### src/hdl/usis_defines.vh
// Register offsets, bit positions and reset values of the interrupt and status block.
`ifndef USIS_DEFINES_VH
`define USIS_DEFINES_VH
// ==========================================================
// Register word offsets (byte addresses, one aligned word each)
`define USIS_ADDR_W 8
`define USIS_OFS_IER 8'h08
`define USIS_OFS_IDR 8'h0c
`define USIS_OFS_IMR 8'h10
`define USIS_OFS_CSR 8'h14
`define USIS_OFS_RHR 8'h18
`define USIS_OFS_CMD 8'h00
`define USIS_OFS_CTL 8'h04
`define USIS_OFS_TOV 8'h24
// ==========================================================
// Layout of enable, disable, mask and status, shared except the Manchester bit (20 in mask, 24 in status)
`define USIS_B_RECEIVER_READY_FLAG 0
`define USIS_B_TRANSMITTER_READY_FLAG 1
`define USIS_B_BRK 2
`define USIS_B_RECEIVE_DMA_END 3
`define USIS_B_TRANSMIT_DMA_END 4
`define USIS_B_OVR 5
`define USIS_B_FRM 6
`define USIS_B_PAR 7
`define USIS_B_TMO 8
`define USIS_B_TXEMP 9
`define USIS_B_ITER 10
`define USIS_B_TRANSMIT_DMA_BUFFER_EMPTY 11
`define USIS_B_RECEIVE_DMA_BUFFER_FULL 12
`define USIS_B_NACK 13
`define USIS_B_RING_CHANGE_FLAG 16
`define USIS_B_CLEAR_SEND_CHANGE_FLAG 19
`define USIS_B_MAN_IMR 20
`define USIS_B_RI 20
`define USIS_B_CTS 23
`define USIS_B_MAN_CSR 24
`define USIS_IMR_VALID 32'h001f3fff
// ==========================================================
// Command register bits
`define USIS_C_RSTRX 2
`define USIS_C_RSTTX 3
`define USIS_C_RXEN 4
`define USIS_C_RXDIS 5
`define USIS_C_TXEN 6
`define USIS_C_TXDIS 7
`define USIS_C_RESET_STATUS_COMMAND 8
`define USIS_C_START_BREAK_COMMAND 9
`define USIS_C_START_TIMEOUT_COMMAND 11
`define USIS_C_RESET_ITERATIONS_COMMAND 13
`define USIS_C_RESET_NONACK_COMMAND 14
// ==========================================================
// Widths and reset values
`define USIS_TO_W 16
`define USIS_CHR_W 9
`define USIS_RHR_SYNC 15
`define USIS_ZERO32 32'h00000000
`define USIS_TO_ZERO 16'h0000
`endif

### src/hdl/usis_top.v
// Interrupt enable, disable and mask logic with the channel status flags of a serial channel.
//
// Local design decisions: the register offsets and the address-and-strobe port.
`timescale 1ns/1ps
`include "usis_defines.vh"

// Behaviour
// RL1: Writing one to an enable bit sets that mask bit; zero leaves it.
// RL2: Writing one to a disable bit clears that mask bit; zero leaves it.
// RL3: Mask register reads one for each enabled source, zero otherwise.
// RL4: Enable, disable and mask share bits 0-13 and 16-20 layout.
// RL5: Receiver ready sets on received character, clears on holding read or disable.
// RL6: Transmitter ready low while character held, break pending, or transmitter disabled.
// RL7: Break flag sets on break or end of break until reset-status.
// RL8: Four status bits mirror the DMA channel signals without latching.
// RL9: Overrun flag sticky until reset-status command.
// RL10: Framing flag sets on low stop bit, sticky until reset-status.
// RL11: Parity flag sets on parity error, sticky until reset-status.
// RL12: Time-out flag sets on expiry after start-time-out; zero when value zero.
// RL13: Transmitter empty only when holding and shift registers empty and enabled.
// RL14: Iteration flag sets at maximum repetitions until reset-iterations.
// RL15: Non-acknowledge flag sticky until reset-non-acknowledge command.
// RL16: Input change flags set on pin level change, clear on status read.
// RL17: Status bits 20 to 23 show live modem input levels.
// RL18: Manchester error flag in bit 24 sticky until reset-status.
// RL19: Start-time-out arms the counter for the next character and clears time-out.
// RL20: Interrupt output high while any masked-in source is active.
// RL21: Reset-status clears break, overrun, framing, parity and Manchester flags together.
module usis_top
(
  input wire SYS_CLK,
  input wire NRST,
  input wire [`USIS_ADDR_W-1:0] ADDR,
  input wire [31:0] WDATA,
  input wire WR,
  input wire RD,
  output reg [31:0] RDATA,
  output reg IRQ,
  input wire RX_CHAR_DONE,
  input wire [`USIS_CHR_W-1:0] RX_CHAR,
  input wire RX_SYNC_KIND,
  input wire RX_ACTIVE,
  input wire TX_HOLD_FULL,
  input wire TX_SHIFT_BUSY,
  input wire BREAK_EVT,
  input wire OVERRUN_EVT,
  input wire FRAMING_EVT,
  input wire PARITY_EVT,
  input wire TIMEOUT_EXPIRE,
  input wire ITER_MAX_EVT,
  input wire NACK_EVT,
  input wire MANCH_EVT,
  input wire [3:0] DMA_SIG,
  input wire [3:0] MODEM_PINS,
  output reg TO_ARM,
  output reg BREAK_REQ,
  output reg RX_ENABLED,
  output reg TX_ENABLED,
  output reg [`USIS_TO_W-1:0] TIMEOUT_VALUE
);

  // ==========================================================
  // Bus decode
  wire wr_ier = WR && (ADDR == `USIS_OFS_IER);
  wire wr_idr = WR && (ADDR == `USIS_OFS_IDR);
  wire wr_cmd = WR && (ADDR == `USIS_OFS_CMD);
  wire wr_tov = WR && (ADDR == `USIS_OFS_TOV);
  wire rd_csr = RD && (ADDR == `USIS_OFS_CSR);
  wire rd_rhr = RD && (ADDR == `USIS_OFS_RHR);
  wire cmd_reset_status_command = wr_cmd && WDATA[`USIS_C_RESET_STATUS_COMMAND];
  wire cmd_start_timeout_command = wr_cmd && WDATA[`USIS_C_START_TIMEOUT_COMMAND];
  wire cmd_reset_iterations_command = wr_cmd && WDATA[`USIS_C_RESET_ITERATIONS_COMMAND];
  wire cmd_reset_nonack_command = wr_cmd && WDATA[`USIS_C_RESET_NONACK_COMMAND];
  wire cmd_start_break_command = wr_cmd && WDATA[`USIS_C_START_BREAK_COMMAND];
  wire rx_on_cmd = wr_cmd && WDATA[`USIS_C_RXEN] && !WDATA[`USIS_C_RXDIS];
  wire rx_off_cmd = wr_cmd && (WDATA[`USIS_C_RXDIS] || WDATA[`USIS_C_RSTRX]);
  wire tx_on_cmd = wr_cmd && WDATA[`USIS_C_TXEN] && !WDATA[`USIS_C_TXDIS];
  wire tx_off_cmd = wr_cmd && (WDATA[`USIS_C_TXDIS] || WDATA[`USIS_C_RSTTX]);

  // ==========================================================
  // Two-flop synchronisers for the pins from outside the clock domain.
  reg [3:0] modem_s1_ff;
  reg [3:0] modem_s2_ff;
  reg [3:0] modem_old_ff;
  always @(posedge SYS_CLK or negedge NRST)
  begin
    if (!NRST)
    begin
      modem_s1_ff <= 4'h0;
      modem_s2_ff <= 4'h0;
      modem_old_ff <= 4'h0;
    end
    else
    begin
      modem_s1_ff <= MODEM_PINS;
      modem_s2_ff <= modem_s1_ff;
      modem_old_ff <= modem_s2_ff;
    end
  end

  // ==========================================================
  // Mask register; enable and disable never target the same cycle as both strobes are exclusive.
  reg [31:0] mask_ff;
  wire [31:0] nxt_mask = (mask_ff | (wr_ier ? WDATA : `USIS_ZERO32)) // see RL1
                         & ~(wr_idr ? WDATA : `USIS_ZERO32); // see RL2
  always @(posedge SYS_CLK or negedge NRST)
  begin
    if (!NRST)
      mask_ff <= `USIS_ZERO32;
    else
      mask_ff <= nxt_mask & `USIS_IMR_VALID; // see RL4
  end

  // ==========================================================
  // Sticky flags and control registers; each group below has a process of its own.
  // Throughout, except for the receiver and transmitter enables, a set in the same cycle as its clear wins, so no event is lost.
  reg receiver_ready_flag_ff;
  reg rx_was_busy_ff;
  reg brk_ff;
  reg ovr_ff;
  reg frm_ff;
  reg par_ff;
  reg tmo_ff;
  reg iter_ff;
  reg nack_ff;
  reg man_ff;
  reg brk_pend_ff;
  reg [3:0] chg_ff;
  reg [`USIS_CHR_W-1:0] rx_char_ff;
  reg rx_sync_ff;
  // A level change after the second synchroniser stage counts as one input change per pin.
  wire [3:0] pin_change = modem_s2_ff ^ modem_old_ff;
  // A zero time-out value switches the receiver time-out off altogether.
  wire tov_zero = (TIMEOUT_VALUE == `USIS_TO_ZERO);
  // Nothing is left to send: holding and shift registers are both empty.
  wire tx_drained = !TX_HOLD_FULL && !TX_SHIFT_BUSY;

  // ==========================================================
  // Receiver and transmitter enables.
  // Disable wins over enable in one write, so a confused command leaves the channel quiet.
  always @(posedge SYS_CLK or negedge NRST)
  begin
    if (!NRST)
    begin
      RX_ENABLED <= 1'b0;
      TX_ENABLED <= 1'b0;
      rx_was_busy_ff <= 1'b0;
    end
    else
    begin
      // A disable while a character is under way is remembered for the re-enable.
      if (rx_off_cmd)
      begin
        RX_ENABLED <= 1'b0;
        rx_was_busy_ff <= RX_ACTIVE;
      end
      else if (rx_on_cmd)
      begin
        RX_ENABLED <= 1'b1;
        rx_was_busy_ff <= 1'b0;
      end
      // The transmitter has no memory of its own state across a disable.
      if (tx_off_cmd)
        TX_ENABLED <= 1'b0;
      else if (tx_on_cmd)
        TX_ENABLED <= 1'b1;
    end
  end

  // ==========================================================
  // Receiver ready and the captured character.
  // A character strobe while the receiver is off is dropped, so stale data never shows.
  always @(posedge SYS_CLK or negedge NRST)
  begin
    if (!NRST)
    begin
      receiver_ready_flag_ff <= 1'b0;
      rx_char_ff <= {`USIS_CHR_W{1'b0}};
      rx_sync_ff <= 1'b0;
    end
    else
    begin
      if (RX_CHAR_DONE && RX_ENABLED)
      begin
        receiver_ready_flag_ff <= 1'b1; // see RL5
        rx_char_ff <= RX_CHAR;
        rx_sync_ff <= RX_SYNC_KIND;
      end
      else if (!RX_ENABLED && rx_on_cmd && rx_was_busy_ff)
        receiver_ready_flag_ff <= 1'b1; // see RL5
      else if (rd_rhr || !RX_ENABLED || rx_off_cmd)
        receiver_ready_flag_ff <= 1'b0; // see RL5
    end
  end

  // ==========================================================
  // Line error flags, cleared together by the reset-status command.
  // The event term stands outside the clear, so an error in the clearing cycle is kept.
  always @(posedge SYS_CLK or negedge NRST)
  begin
    if (!NRST)
    begin
      brk_ff <= 1'b0;
      ovr_ff <= 1'b0;
      frm_ff <= 1'b0;
      par_ff <= 1'b0;
      man_ff <= 1'b0;
    end
    else
    begin
      brk_ff <= BREAK_EVT | (brk_ff & ~cmd_reset_status_command); // see RL7
      ovr_ff <= OVERRUN_EVT | (ovr_ff & ~cmd_reset_status_command); // see RL9
      frm_ff <= FRAMING_EVT | (frm_ff & ~cmd_reset_status_command); // see RL10
      par_ff <= PARITY_EVT | (par_ff & ~cmd_reset_status_command); // see RL11
      man_ff <= MANCH_EVT | (man_ff & ~cmd_reset_status_command); // see RL18 see RL21
    end
  end

  // ==========================================================
  // Repetition and non-acknowledge flags, each with a clear command of its own.
  always @(posedge SYS_CLK or negedge NRST)
  begin
    if (!NRST)
    begin
      iter_ff <= 1'b0;
      nack_ff <= 1'b0;
    end
    else
    begin
      iter_ff <= ITER_MAX_EVT | (iter_ff & ~cmd_reset_iterations_command); // see RL14
      nack_ff <= NACK_EVT | (nack_ff & ~cmd_reset_nonack_command); // see RL15
    end
  end

  // ==========================================================
  // Receiver time-out flag.
  // The flag is held low while the value is zero, so switching off also hides an old expiry.
  always @(posedge SYS_CLK or negedge NRST)
  begin
    if (!NRST)
      tmo_ff <= 1'b0;
    else
      tmo_ff <= (TIMEOUT_EXPIRE & ~tov_zero) // see RL12
                | (tmo_ff & ~cmd_start_timeout_command & ~tov_zero); // see RL19
  end

  // ==========================================================
  // Time-out value and the arm request to the time-out counter.
  // The arm request stands until the next character starts the counter.
  always @(posedge SYS_CLK or negedge NRST)
  begin
    if (!NRST)
    begin
      TO_ARM <= 1'b0;
      TIMEOUT_VALUE <= `USIS_TO_ZERO;
    end
    else
    begin
      if (cmd_start_timeout_command)
        TO_ARM <= 1'b1; // see RL19
      else if (RX_CHAR_DONE)
        TO_ARM <= 1'b0;
      if (wr_tov)
        TIMEOUT_VALUE <= WDATA[`USIS_TO_W-1:0];
    end
  end

  // ==========================================================
  // Break request.
  // A break pends until the transmitter has drained; it is ignored while the transmitter is off.
  always @(posedge SYS_CLK or negedge NRST)
  begin
    if (!NRST)
    begin
      brk_pend_ff <= 1'b0;
      BREAK_REQ <= 1'b0;
    end
    else
    begin
      if (cmd_start_break_command && TX_ENABLED)
        brk_pend_ff <= 1'b1; // see RL6
      else if (tx_drained)
        brk_pend_ff <= 1'b0;
      BREAK_REQ <= brk_pend_ff && tx_drained;
    end
  end

  // ==========================================================
  // Input change flags.
  // They clear on a status read unless a change lands in that cycle, so no edge is lost.
  always @(posedge SYS_CLK or negedge NRST)
  begin
    if (!NRST)
      chg_ff <= 4'h0;
    else
      chg_ff <= pin_change | (chg_ff & {4{~rd_csr}}); // see RL16
  end

  // ==========================================================
  // Status assembly; live bits are read straight, sticky ones from their flops.
  wire transmitter_ready_flag = TX_ENABLED && !TX_HOLD_FULL && !brk_pend_ff; // see RL6
  wire txemp = TX_ENABLED && !TX_HOLD_FULL && !TX_SHIFT_BUSY; // see RL13
  reg [31:0] status;
  always @*
  begin
    status = `USIS_ZERO32;
    status[`USIS_B_RECEIVER_READY_FLAG] = receiver_ready_flag_ff;
    status[`USIS_B_TRANSMITTER_READY_FLAG] = transmitter_ready_flag;
    status[`USIS_B_BRK] = brk_ff;
    status[`USIS_B_RECEIVE_DMA_END] = DMA_SIG[0]; // see RL8
    status[`USIS_B_TRANSMIT_DMA_END] = DMA_SIG[1]; // see RL8
    status[`USIS_B_OVR] = ovr_ff;
    status[`USIS_B_FRM] = frm_ff;
    status[`USIS_B_PAR] = par_ff;
    status[`USIS_B_TMO] = tmo_ff & ~tov_zero; // see RL12
    status[`USIS_B_TXEMP] = txemp;
    status[`USIS_B_ITER] = iter_ff;
    status[`USIS_B_TRANSMIT_DMA_BUFFER_EMPTY] = DMA_SIG[2]; // see RL8
    status[`USIS_B_RECEIVE_DMA_BUFFER_FULL] = DMA_SIG[3]; // see RL8
    status[`USIS_B_NACK] = nack_ff;
    status[`USIS_B_CLEAR_SEND_CHANGE_FLAG:`USIS_B_RING_CHANGE_FLAG] = chg_ff;
    status[`USIS_B_CTS:`USIS_B_RI] = modem_s2_ff; // see RL17
    status[`USIS_B_MAN_CSR] = man_ff;
  end

  // Interrupt sources in the mask layout; Manchester moves from bit 24 to bit 20.
  wire [31:0] sources = {11'h000, man_ff, status[`USIS_B_CLEAR_SEND_CHANGE_FLAG:0]};

  // ==========================================================
  // Read data and interrupt output, both registered.
  // Read data stand for exactly one cycle after the strobe and are zero otherwise,
  // so a master that samples late sees zero rather than a stale word.
  reg [31:0] nxt_rdata;
  always @*
  begin
    nxt_rdata = `USIS_ZERO32;
    if (RD)
    begin
      case (ADDR)
        `USIS_OFS_IMR: nxt_rdata = mask_ff; // see RL3
        `USIS_OFS_CSR: nxt_rdata = status;
        `USIS_OFS_RHR: nxt_rdata = {16'h0000, rx_sync_ff, 6'h00, rx_char_ff};
        `USIS_OFS_CTL: nxt_rdata = {30'h0, TX_ENABLED, RX_ENABLED};
        `USIS_OFS_TOV: nxt_rdata = {16'h0000, TIMEOUT_VALUE};
        default: nxt_rdata = `USIS_ZERO32;
      endcase
    end
  end

  always @(posedge SYS_CLK or negedge NRST)
  begin
    if (!NRST)
    begin
      RDATA <= `USIS_ZERO32;
      IRQ <= 1'b0;
    end
    else
    begin
      RDATA <= nxt_rdata;
      IRQ <= |(sources & mask_ff); // see RL20
    end
  end

endmodule // usis_top

### config.mk
export PLATFORM = sky130hd
export DESIGN_NAME = usis_top
export DESIGN_NICKNAME = d
export VERILOG_FILES = /design/src/hdl/usis_top.v
export VERILOG_INCLUDE_DIRS = /design/src /design/src/hdl
export SDC_FILE = /design/constraint.sdc
export NUM_CORES = 1
export LEC_CHECK = 0
export BUFFER_PORTS_ARGS = -buffer_cell sky130_fd_sc_hd__buf_2
export CAP_MARGIN = 40
export CORE_ASPECT_RATIO = 1.75
export CORE_MARGIN = 3
export CORE_UTILIZATION = 55
export DETAILED_ROUTE_END_ITERATION = 16
export GPL_TIMING_DRIVEN = 0
export PLACE_DENSITY = 0.84
export SKIP_LAST_GASP = 1
export SYNTH_ARGS = -nofsm -noshare
export SYNTH_HDL_FRONTEND = slang
export SYNTH_SLANG_ARGS = --single-unit
### constraint.sdc
create_clock -name SYS_CLK -period 2.2 [get_ports SYS_CLK]
set_input_delay 0.55 -clock SYS_CLK [delete_from_list [all_inputs] [get_ports SYS_CLK]]
set_output_delay 0.55 -clock SYS_CLK [all_outputs]
set_load 0.01 [all_outputs]
# Yosys cells after proc, flatten, opt, wreduce, memory -nomap -nowiden
# Cells that the tools add are included.
totals:
  reg_bits: 109
  in_bits: 74
  output_inout_bits: 53
classes:
  eq_ne: 7
  n_mux: 17
  bitwise_logic: 32
  n_reduce_logical: 44
op_table:
  columns: ["op", "n"]
  rows:
  - ["$pmux 25 s5", 1]
  - ["$and 21x21->21", 2]
  - ["$mux 21", 2]
  - ["$mux 32", 1]
  - ["$reduce_or 32->1", 1]
  - ["$logic_and 1x1->1", 26]
  - ["$eq 8x5->1 const B", 3]
  - ["$not 21->21", 1]
  - ["$or 21x21->21", 1]
  - ["$eq 8x4->1 const B", 2]
  - ["$logic_not 16->1", 1]
  - ["$mux 1", 13]
  - ["$and 1x1->1", 11]
  - ["$eq 8x3->1 const B", 1]
  - ["$eq 8x6->1 const B", 1]
  - ["$logic_not 8->1", 1]
  - ["$or 1x1->1", 8]
  - ["$reduce_bool 2->1", 4]
  - ["$logic_not 1->1", 6]
  - ["$not 1->1", 6]
  - ["$and 4x4->4", 1]
  - ["$logic_or 1x1->1", 4]
  - ["$or 4x4->4", 1]
  - ["$xor 4x4->4", 1]
  - ["$reduce_bool 3->1", 1]

# Depth between registers and ports, before layout
# Gate-level depths: netlist of the first run.
depth:
  word_depth: 8
  mapped_depth: 6
  mapped_depth_nobuf: 4

# Worst setup path before layout of the first run
# OpenSTA, ideal clock, no wires.
synth_timing:
  path_kind: "in2reg"
  start: "input ADDR[1]"
  end: "register iter_ff"
  arrival_ns: 1.926
  slack_ns: 0.156
  stages: 6
  cell_sequence: "buf_2 > nor4_2 > nor4b_2 > buf_2 > nand2_1 > a21o_1"
synth_between:
  elab_chain_cells: 6
synth_lines:
  columns: ["element", "line", "rtl"]
  rows:
  - ["start: declaration", "usis_top.v:33", "input wire [`USIS_ADDR_W-1:0] ADDR,"]
  - ["$logic_not 8->1 (no source line)", null, null]
  - ["$logic_and 1x1->1", "usis_top.v:66", "wire wr_cmd = WR && (ADDR == `USIS_OFS_CMD);"]
  - ["$logic_and 1x1->1", "usis_top.v:72", "wire cmd_reset_iterations_command = wr_cmd && WDATA[`USIS_C_RESET_ITERATIONS_COMMAND];"]
  - ["$not 1->1", "usis_top.v:230", "iter_ff <= ITER_MAX_EVT | (iter_ff & ~cmd_reset_iterations_command);"]
  - ["$and 1x1->1", "usis_top.v:230", null]
  - ["$or 1x1->1", "usis_top.v:230", null]
  - ["end signal: assignment", "usis_top.v:230", null]
  - ["end: declaration", "usis_top.v:124", "reg iter_ff;"]
# Every way passes these cells.
# A chain may end at the register's enable or synchronous reset.

# Worst setup path after layout of the first run
layout_timing:
  start: "input ADDR[1]"
  end: "register RDATA[13]"
layout_between:
  elab_chain_cells: 3
layout_lines:
  columns: ["element", "line", "rtl"]
  rows:
  - ["$eq 8x6->1 (tied with other cells)", "usis_top.v:339", "case (ADDR)"]
  - ["$pmux 25 s5 (*)", "usis_top.v:339", null]
  - ["$mux 32 (*)", "usis_top.v:337", "if (RD)"]
  - ["net nxt_rdata[13]", "usis_top.v:333", "reg [31:0] nxt_rdata;"]
  - ["end signal: assignment", "usis_top.v:354", "RDATA <= `USIS_ZERO32;"]
  - ["end signal: assignment", "usis_top.v:359", "RDATA <= nxt_rdata;"]
  - ["end: declaration", "usis_top.v:37", "output reg [31:0] RDATA,"]
# Mark *: on every way through the listed nets, which the timed path passes. The rest lies on a longest branch.

==> results of run 1 <==
## report_power, final
part	switching (mW)	internal, mW
clock network	0.702	0.804
registers	0.0869	1.98
logic	0.205	0.179
## flip-flops by register name (all words and copies together) (netlist names), 4 cells and up
name,cells
RDATA,25
TIMEOUT_VALUE,16
chg_ff,4
mask_ff,19
modem_old_ff,4
modem_s1_ff,4
modem_s2_ff,4
rx_char_ff,9
## timing repair
item / in CTS / in global routing
hold buffers: 0 / 0
hold endpoints to repair: 0 / 0
gates resized for setup: 1 / 1
pin swaps: 0 / 2
buffers inserted: 1 / 5
setup endpoints to repair: 18 / 16
## worst reg2reg max path, delay by kind of cell, from the launching register on
kind             cells  cell delay [ps]
AO/OA/AOI/OAI        1              370
flip-flops           1              420
AND/OR/NAND/NOR      3              780
## kinds of logic (layout without fill, tap and decap cells)
kind of cell | Yosys count | in the layout | synth area share (%)
AO/OA/AOI/OAI | 106 | 106 | 17.1
flip-flops | 102 | 102 | 60.1
AND/OR/NAND/NOR | 74 | 74 | 11.1
multiplexers | 28 | 28 | 7.36
buffers and inverters | 26 | 154 | 3.42
XOR/XNOR | 4 | 4 | 0.825
other | 1 | 7 | 0.0883
## metrics by stage
| step | power (mW) | hold slack (ps) | instances |
|---|---|---|---|
| CTS | 3.96 | 273 | 556 |
| floorplan | 2.26 | 254 | 347 |
| global route | 4.09 | 292 | 561 |
| detailed placement | 2.48 | 340 | 539 |
| global placement | 2.46 | 334 | 538 |
| finish | 3.96 | 251 | 561 |
## worst paths after layout
kind,cells past startpoint,slack (ps),endpoint
worst min-delay path,1,250,rx_char_ff[8]
worst min register to register,0,350,modem_s2_ff[0]
worst max-delay path,6,90,RDATA[13]
worst max register to register,4,500,IRQ
min in group SYS_CLK,1,310,modem_s1_ff[3]
max in group asynchronous,2,1270,ovr_ff
## cell usage after synthesis (all sizes together)
cell type	number	area share, %
buf	17	2.6
o21a	2	0.35
a222oi	8	1.9
nor4	8	1.7
nand4	5	0.74
a21o	11	1.9
a311oi	1	0.21
nand3b	1	0.18
nor2b	7	1.0
a22o	9	1.9
nand3	3	0.35
a32o	3	0.71
or3b	1	0.27
nand2	12	1.1
dfrtp	102	60
a21oi	42	4.9
and2	4	0.59
inv	4	0.35
mux2i	2	0.47
nor3	1	0.12
or4b	1	0.24
o2bb2ai	2	0.41
a22oi	20	3.5
nor2	19	1.7
clkbuf	5	0.44
o21ai	4	0.47
or3	1	0.15
nor4b	5	2.2
a221o	1	0.24
or2	1	0.15
mux2	26	6.9
a21boi	1	0.18
o22ai	1	0.15
xor2	4	0.82
and3	5	0.74
o2111ai	1	0.21
conb	1	0.088
## cell type report
| type | count | area share (%) |
|---|---|---|
| clock inverter | 6 | 0.830 |
| multi-input combinational | 219 | 30.1 |
| clock buffer | 10 | 4.53 |
| inverter | 4 | 0.284 |
| tap | 86 | 2.04 |
| buffer | 22 | 2.47 |
| timing repair buffer | 112 | 11.4 |
| sequential | 102 | 48.4 |
## per-layer routing
| metal | wire [um] | vias up | global-route usage (%) | share of wire [%] |
|---|---|---|---|---|
| li1 | - | 1528 | - | - |
| met5 | 0 | - | 0 | 0 |
| met3 | 944 | 50 | 4.34 | 8.1 |
| met4 | 673 | 0 | 18.4 | 5.7 |
| met1 | 4090 | 1692 | 33.8 | 35 |
| met2 | 6000 | 210 | 45.1 | 51 |
==> impl_metrics.csv, run 1 <==
group,metric,value,unit
run_status,status,"finished clean",
cells_and_area,num_antenna_cells,0,
floorplanning,fp.dieW,72.4,um
yosys,yosysWarnings,0,
global_route,grt_pass1_vias,3440,
drt,dr.pass1.iters,5,
clocking,cts_buffers,9,
placement,dpl_cell_area,4930,um^2
yosys,synth.distinct_cells,44,
sta,period_minus_slack,2110,ps
worst_setup_path,crit_start,"ADDR[1]",
placement,hpwl,8530,um
sta,relSlewSlack,52.1,%
floorplanning,die_y,122,um
drt,drt_wl_total,11700,um
sta,max_freq,474,MHz
pwr,pwr_density_cell,750,nW/um^2
worst_setup_path,required,2470,ps
sta,rsz0062_at_grt,"yes",
sta,setup_viol,0,
worst_setup_path,cp_slowest_cell,"or4b_1",
clocking,cts_tree,"built",
clocking,clkSinkCount,102,
drt,vias_per_cell,6.20,
global_route,grt_usage,27.8,%
worst_setup_path,cp-start-kind,"input pin",
drt,drc,0,
sta,slew_violations,0,
worst_setup_path,cp_max_fo,10,
cells_and_area,mostFrequentLayoutCell,"buf_2",
sta,final_hold_viol_count,0,
global_route,antenna_found_initial,0,
cells_and_area,drive_above_1_share,37.5,%
sta,max_slew.worst_pin.slew,717,ps
cells_and_area,fin_util,72.0,%
cells_and_area,syn_to_final_growth,24.3,%
clocking,cts.htree.levels,3,
cells_and_area,multi_input_area,1590,um^2
cells_and_area,nFillCells,560,
global_route,grt_max_degree,55,
clocking,clockBufferDepth,2,
yosys,ys_ff_latch,102,
worst_setup_path,worst-path-buf-inv,2,
drt,num_vias,3480,
drt,wl_per_cell,20.9,um
sta,finalCritPeriodShare,95.8,%
worst_setup_path,crit_chain,"buf_2 > or4b_1 > nor4_1 > o2111ai_1 > buf_2 > nor2_1",
drt,antenna_left,0,
floorplanning,rows,41,
drt,drt_iter0_markers,362,
worst_setup_path,end_kind,"flip-flop",
floorplanning,die-area,8850,um^2
sta,fin_ws,92.3,ps
cells_and_area,fin_area,5280,um^2
worst_setup_path,crit_family,"simple AND/OR/NAND/NOR gates",
global_route,overflow,0,
worst_setup_path,max_stage_delay,550,ps
placement,portBuffers,105,
pwr,vdd_drop_max,0.000573,V
sta,setup-tns-final,0,ps
clocking,path_clk_slew,70,ps
floorplanning,io_pins,127,
cells_and_area,nNetsFinal,544,
yosys,synth_area,4250,um^2
clocking,insertion_delay,350,ps
worst_setup_path,crit_type,"in2reg",
floorplanning,core_region_area,7340,um^2
hold_path,worstHoldPathType,"in2async",
cells_and_area,ff_latch_area,2550,um^2
job,maxCapViolCount,0,
placement,gp_congestion,0.907,
pwr,p_leak,2.60,nW
global_route,grt_first_pass_wirelength,18300,um
worst_setup_path,cp.arrival,2370,ps
floorplanning,initial_core_util,57.9,%
worst_setup_path,r2r-start,"TIMEOUT_VALUE[3]",
yosys,seq_area_frac_synth,60.1,%
yosys,syn_avg_cell_area,12.5,um^2
sta,skew,10.1,ps
placement,dp_slack,-465,ps
yosys,syn_inst,341,
clocking,cts_root_buf,"clkbuf_16",
worst_setup_path,path_common_cell,"buf_2",
cells_and_area,final_cell_mix,"buf_2 (112), dfrtp_1 (102), a21oi_1 (42), mux2_2 (24), a22oi_1 (20)",
Note: power is estimated with default switching activity, not from simulation.
==> run 2, diff against run 1 <==
--- a/config.mk
+++ b/config.mk
@@ -10,3 +10,3 @@
 export CAP_MARGIN = 40
-export CORE_ASPECT_RATIO = 1.75
+export CORE_ASPECT_RATIO = 1.1
 export CORE_MARGIN = 3
==> constraint.sdc (replaced) <==
create_clock -name SYS_CLK -period 2.2 [get_ports SYS_CLK]
set_input_delay 0.33 -clock SYS_CLK [delete_from_list [all_inputs] [get_ports SYS_CLK]]
set_output_delay 0.33 -clock SYS_CLK [all_outputs]
set_load 0.01 [all_outputs]
==> run 2 against run 1 <==
Setup slack lost 17 ps. Critical path depth is the same. Design area shrank 2.7%.
==> impl_metrics.csv, run 2 (same netlist as run 1, synthesis figures left out) <==
group,metric,value,unit
run_status,status,"finished clean",
floorplanning,io_pins,127,
drt,antenna_left,0,
clocking,clockBufferDepth,2,
floorplanning,initial_core_util,58.6,%
global_route,antenna_found_initial,0,
worst_setup_path,crit_chain,"buf_2 > nor4b_4 > nor4b_4 > buf_4 > a21oi_1 > a21oi_1",
cells_and_area,syn_to_final_growth,21.0,%
placement,gp_congestion,0.879,
clocking,cts_tree,"built",
sta,final_hold_viol_count,0,
worst_setup_path,max_stage_delay,720,ps
worst_setup_path,required,2480,ps
cells_and_area,multi_input_area,1570,um^2
clocking,post-cts-setup-buffers,0,
cells_and_area,num_antenna_cells,0,
sta,max_freq,471,MHz
floorplanning,core_region_area,7250,um^2
cells_and_area,reg_top3,"RDATA x25, mask_ff x19, TIMEOUT_VALUE x16",
worst_setup_path,end_kind,"flip-flop",
drt,vias_per_cell,6.14,
pwr,p_leak,2.51,nW
drt,wl_per_cell,19.7,um
global_route,grt_pass1_vias,3396,
clocking,clkSinkCount,102,
hold_path,hp-start,"MODEM_PINS[1]",
worst_setup_path,cp_max_fo,10,
cells_and_area,fin_util,70.9,%
drt,dr.pass1.iters,6,
sta,period_minus_slack,2130,ps
cells_and_area,nFillCells,532,
placement,hpwl,8240,um
drt,drt_iter0_markers,478,
cells_and_area,fin_area,5140,um^2
sta,slew_violations,0,
global_route,grt_usage,26.1,%
global_route,grt_first_pass_wirelength,17900,um
drt,drc,0,
placement,dpl_cell_area,4950,um^2
clocking,path_clk_slew,90,ps
floorplanning,die_y,98.2,um
floorplanning,rows,32,
clocking,cts_buffers,9,
drt,drt_wl_total,11200,um
sta,relSlewSlack,46.1,%
worst_setup_path,cp-start-kind,"input pin",
cells_and_area,nNetsFinal,539,
sta,fin_ws,74.9,ps
worst_setup_path,crit_type,"in2reg",
pwr,pwr_density_cell,679,nW/um^2
sta,rsz0062_at_grt,"no",
worst_setup_path,cp.arrival,2400,ps
pwr,vdd_drop_max,0.000366,V
cells_and_area,ff_latch_area,2550,um^2
cells_and_area,regMostFlops,"RDATA",
worst_setup_path,crit_start,"ADDR[1]",
clocking,cts.htree.levels,3,
hold_path,worstHoldPathType,"in2reg",
clocking,insertion_delay,360,ps
clocking,cts_root_buf,"clkbuf_8",
worst_setup_path,r2r-start,"RX_ENABLED",
sta,finalCritPeriodShare,96.6,%
placement,dp_slack,-250,ps
cells_and_area,final_cell_mix,"buf_2 (112), dfrtp_1 (102), a21oi_1 (42), mux2_2 (24), a22oi_1 (20)",
cells_and_area,drive_above_1_share,36.6,%
job,maxCapViolCount,0,
floorplanning,die-area,8810,um^2
global_route,grt_max_degree,64,
cells_and_area,largest_reg_flops,25,
cells_and_area,mostFrequentLayoutCell,"buf_2",
drt,num_vias,3510,
sta,setup_viol,0,
worst_setup_path,cp_slowest_cell,"nor4b_4",
floorplanning,fp.dieW,89.8,um
sta,skew,8.81,ps
placement,portBuffers,105,
sta,max_slew.worst_pin.slew,801,ps
global_route,overflow,0,
## run 2: cell count changes in the layout (fill, tap and decap cells not counted), moves of 2 or more
cell,before,now
clkbuf_8,1,9
inv_6,2,0
buf_4,15,9
clkbuf_16,9,0
clkinv_4,1,3
## run 2: repair_timing
item,CTS,global route
resized for setup,0,0
hold buffers,1,0
hold endpoints to repair,39,0
## run 2: per-layer routing
| layer | global-route usage (%) | vias up | share of wire, % |
|---|---|---|---|
| li1 | - | 1512 | - |
| met4 | 11.4 | 0 | 3.9 |
| met3 | 6.01 | 42 | 11 |
| met2 | 40.5 | 280 | 46 |
| met1 | 35.6 | 1676 | 38 |
| met5 | 0 | - | 0 |
## run 2: final timing paths
check | to | cells after the start | slack, ps
max in group asynchronous | RDATA[14] | 3 | 1030
min | modem_s1_ff[1] | 1 | 70
min reg2reg | modem_s2_ff[3] | 0 | 360
max reg2reg | rx_char_ff[4] | 3 | 520
max | mask_ff[13] | 6 | 70
min in group asynchronous | RDATA[17] | 2 | 480
## run 2: where the power goes
group,internal (mW),switching [mW]
Clock,0.412,0.631
Combinational,0.179,0.204
Sequential,1.98,0.0820
## run 2: layout make-up
cell class	instances	area share, %
buffer	22	2.53
clock buffer	9	2.41
clock inverter	7	0.998
inverter	4	0.292
multi-input combinational	219	30.6
sequential	102	49.7
tap	102	2.48
timing repair buffer	107	11.0
## run 2: per-stage QoR
step	total power [mW]	cells	setup TNS (ps)	hold slack, ps
after floorplan	2.26	347	0	34.4
after global routing	3.63	572	0	58.3
after detailed placement	2.47	555	-4260	339
final	3.49	572	0	69.8
after CTS	3.49	572	0	59.3
after global placement	2.45	554	-16720	337
## run 2: critical path, delay by kind of cell
kind / cells / cell delay, ps
AOI/OAI and AO/OA: 2 / 280
and+or+nand+nor: 2 / 1310
buffers and inverters: 2 / 490
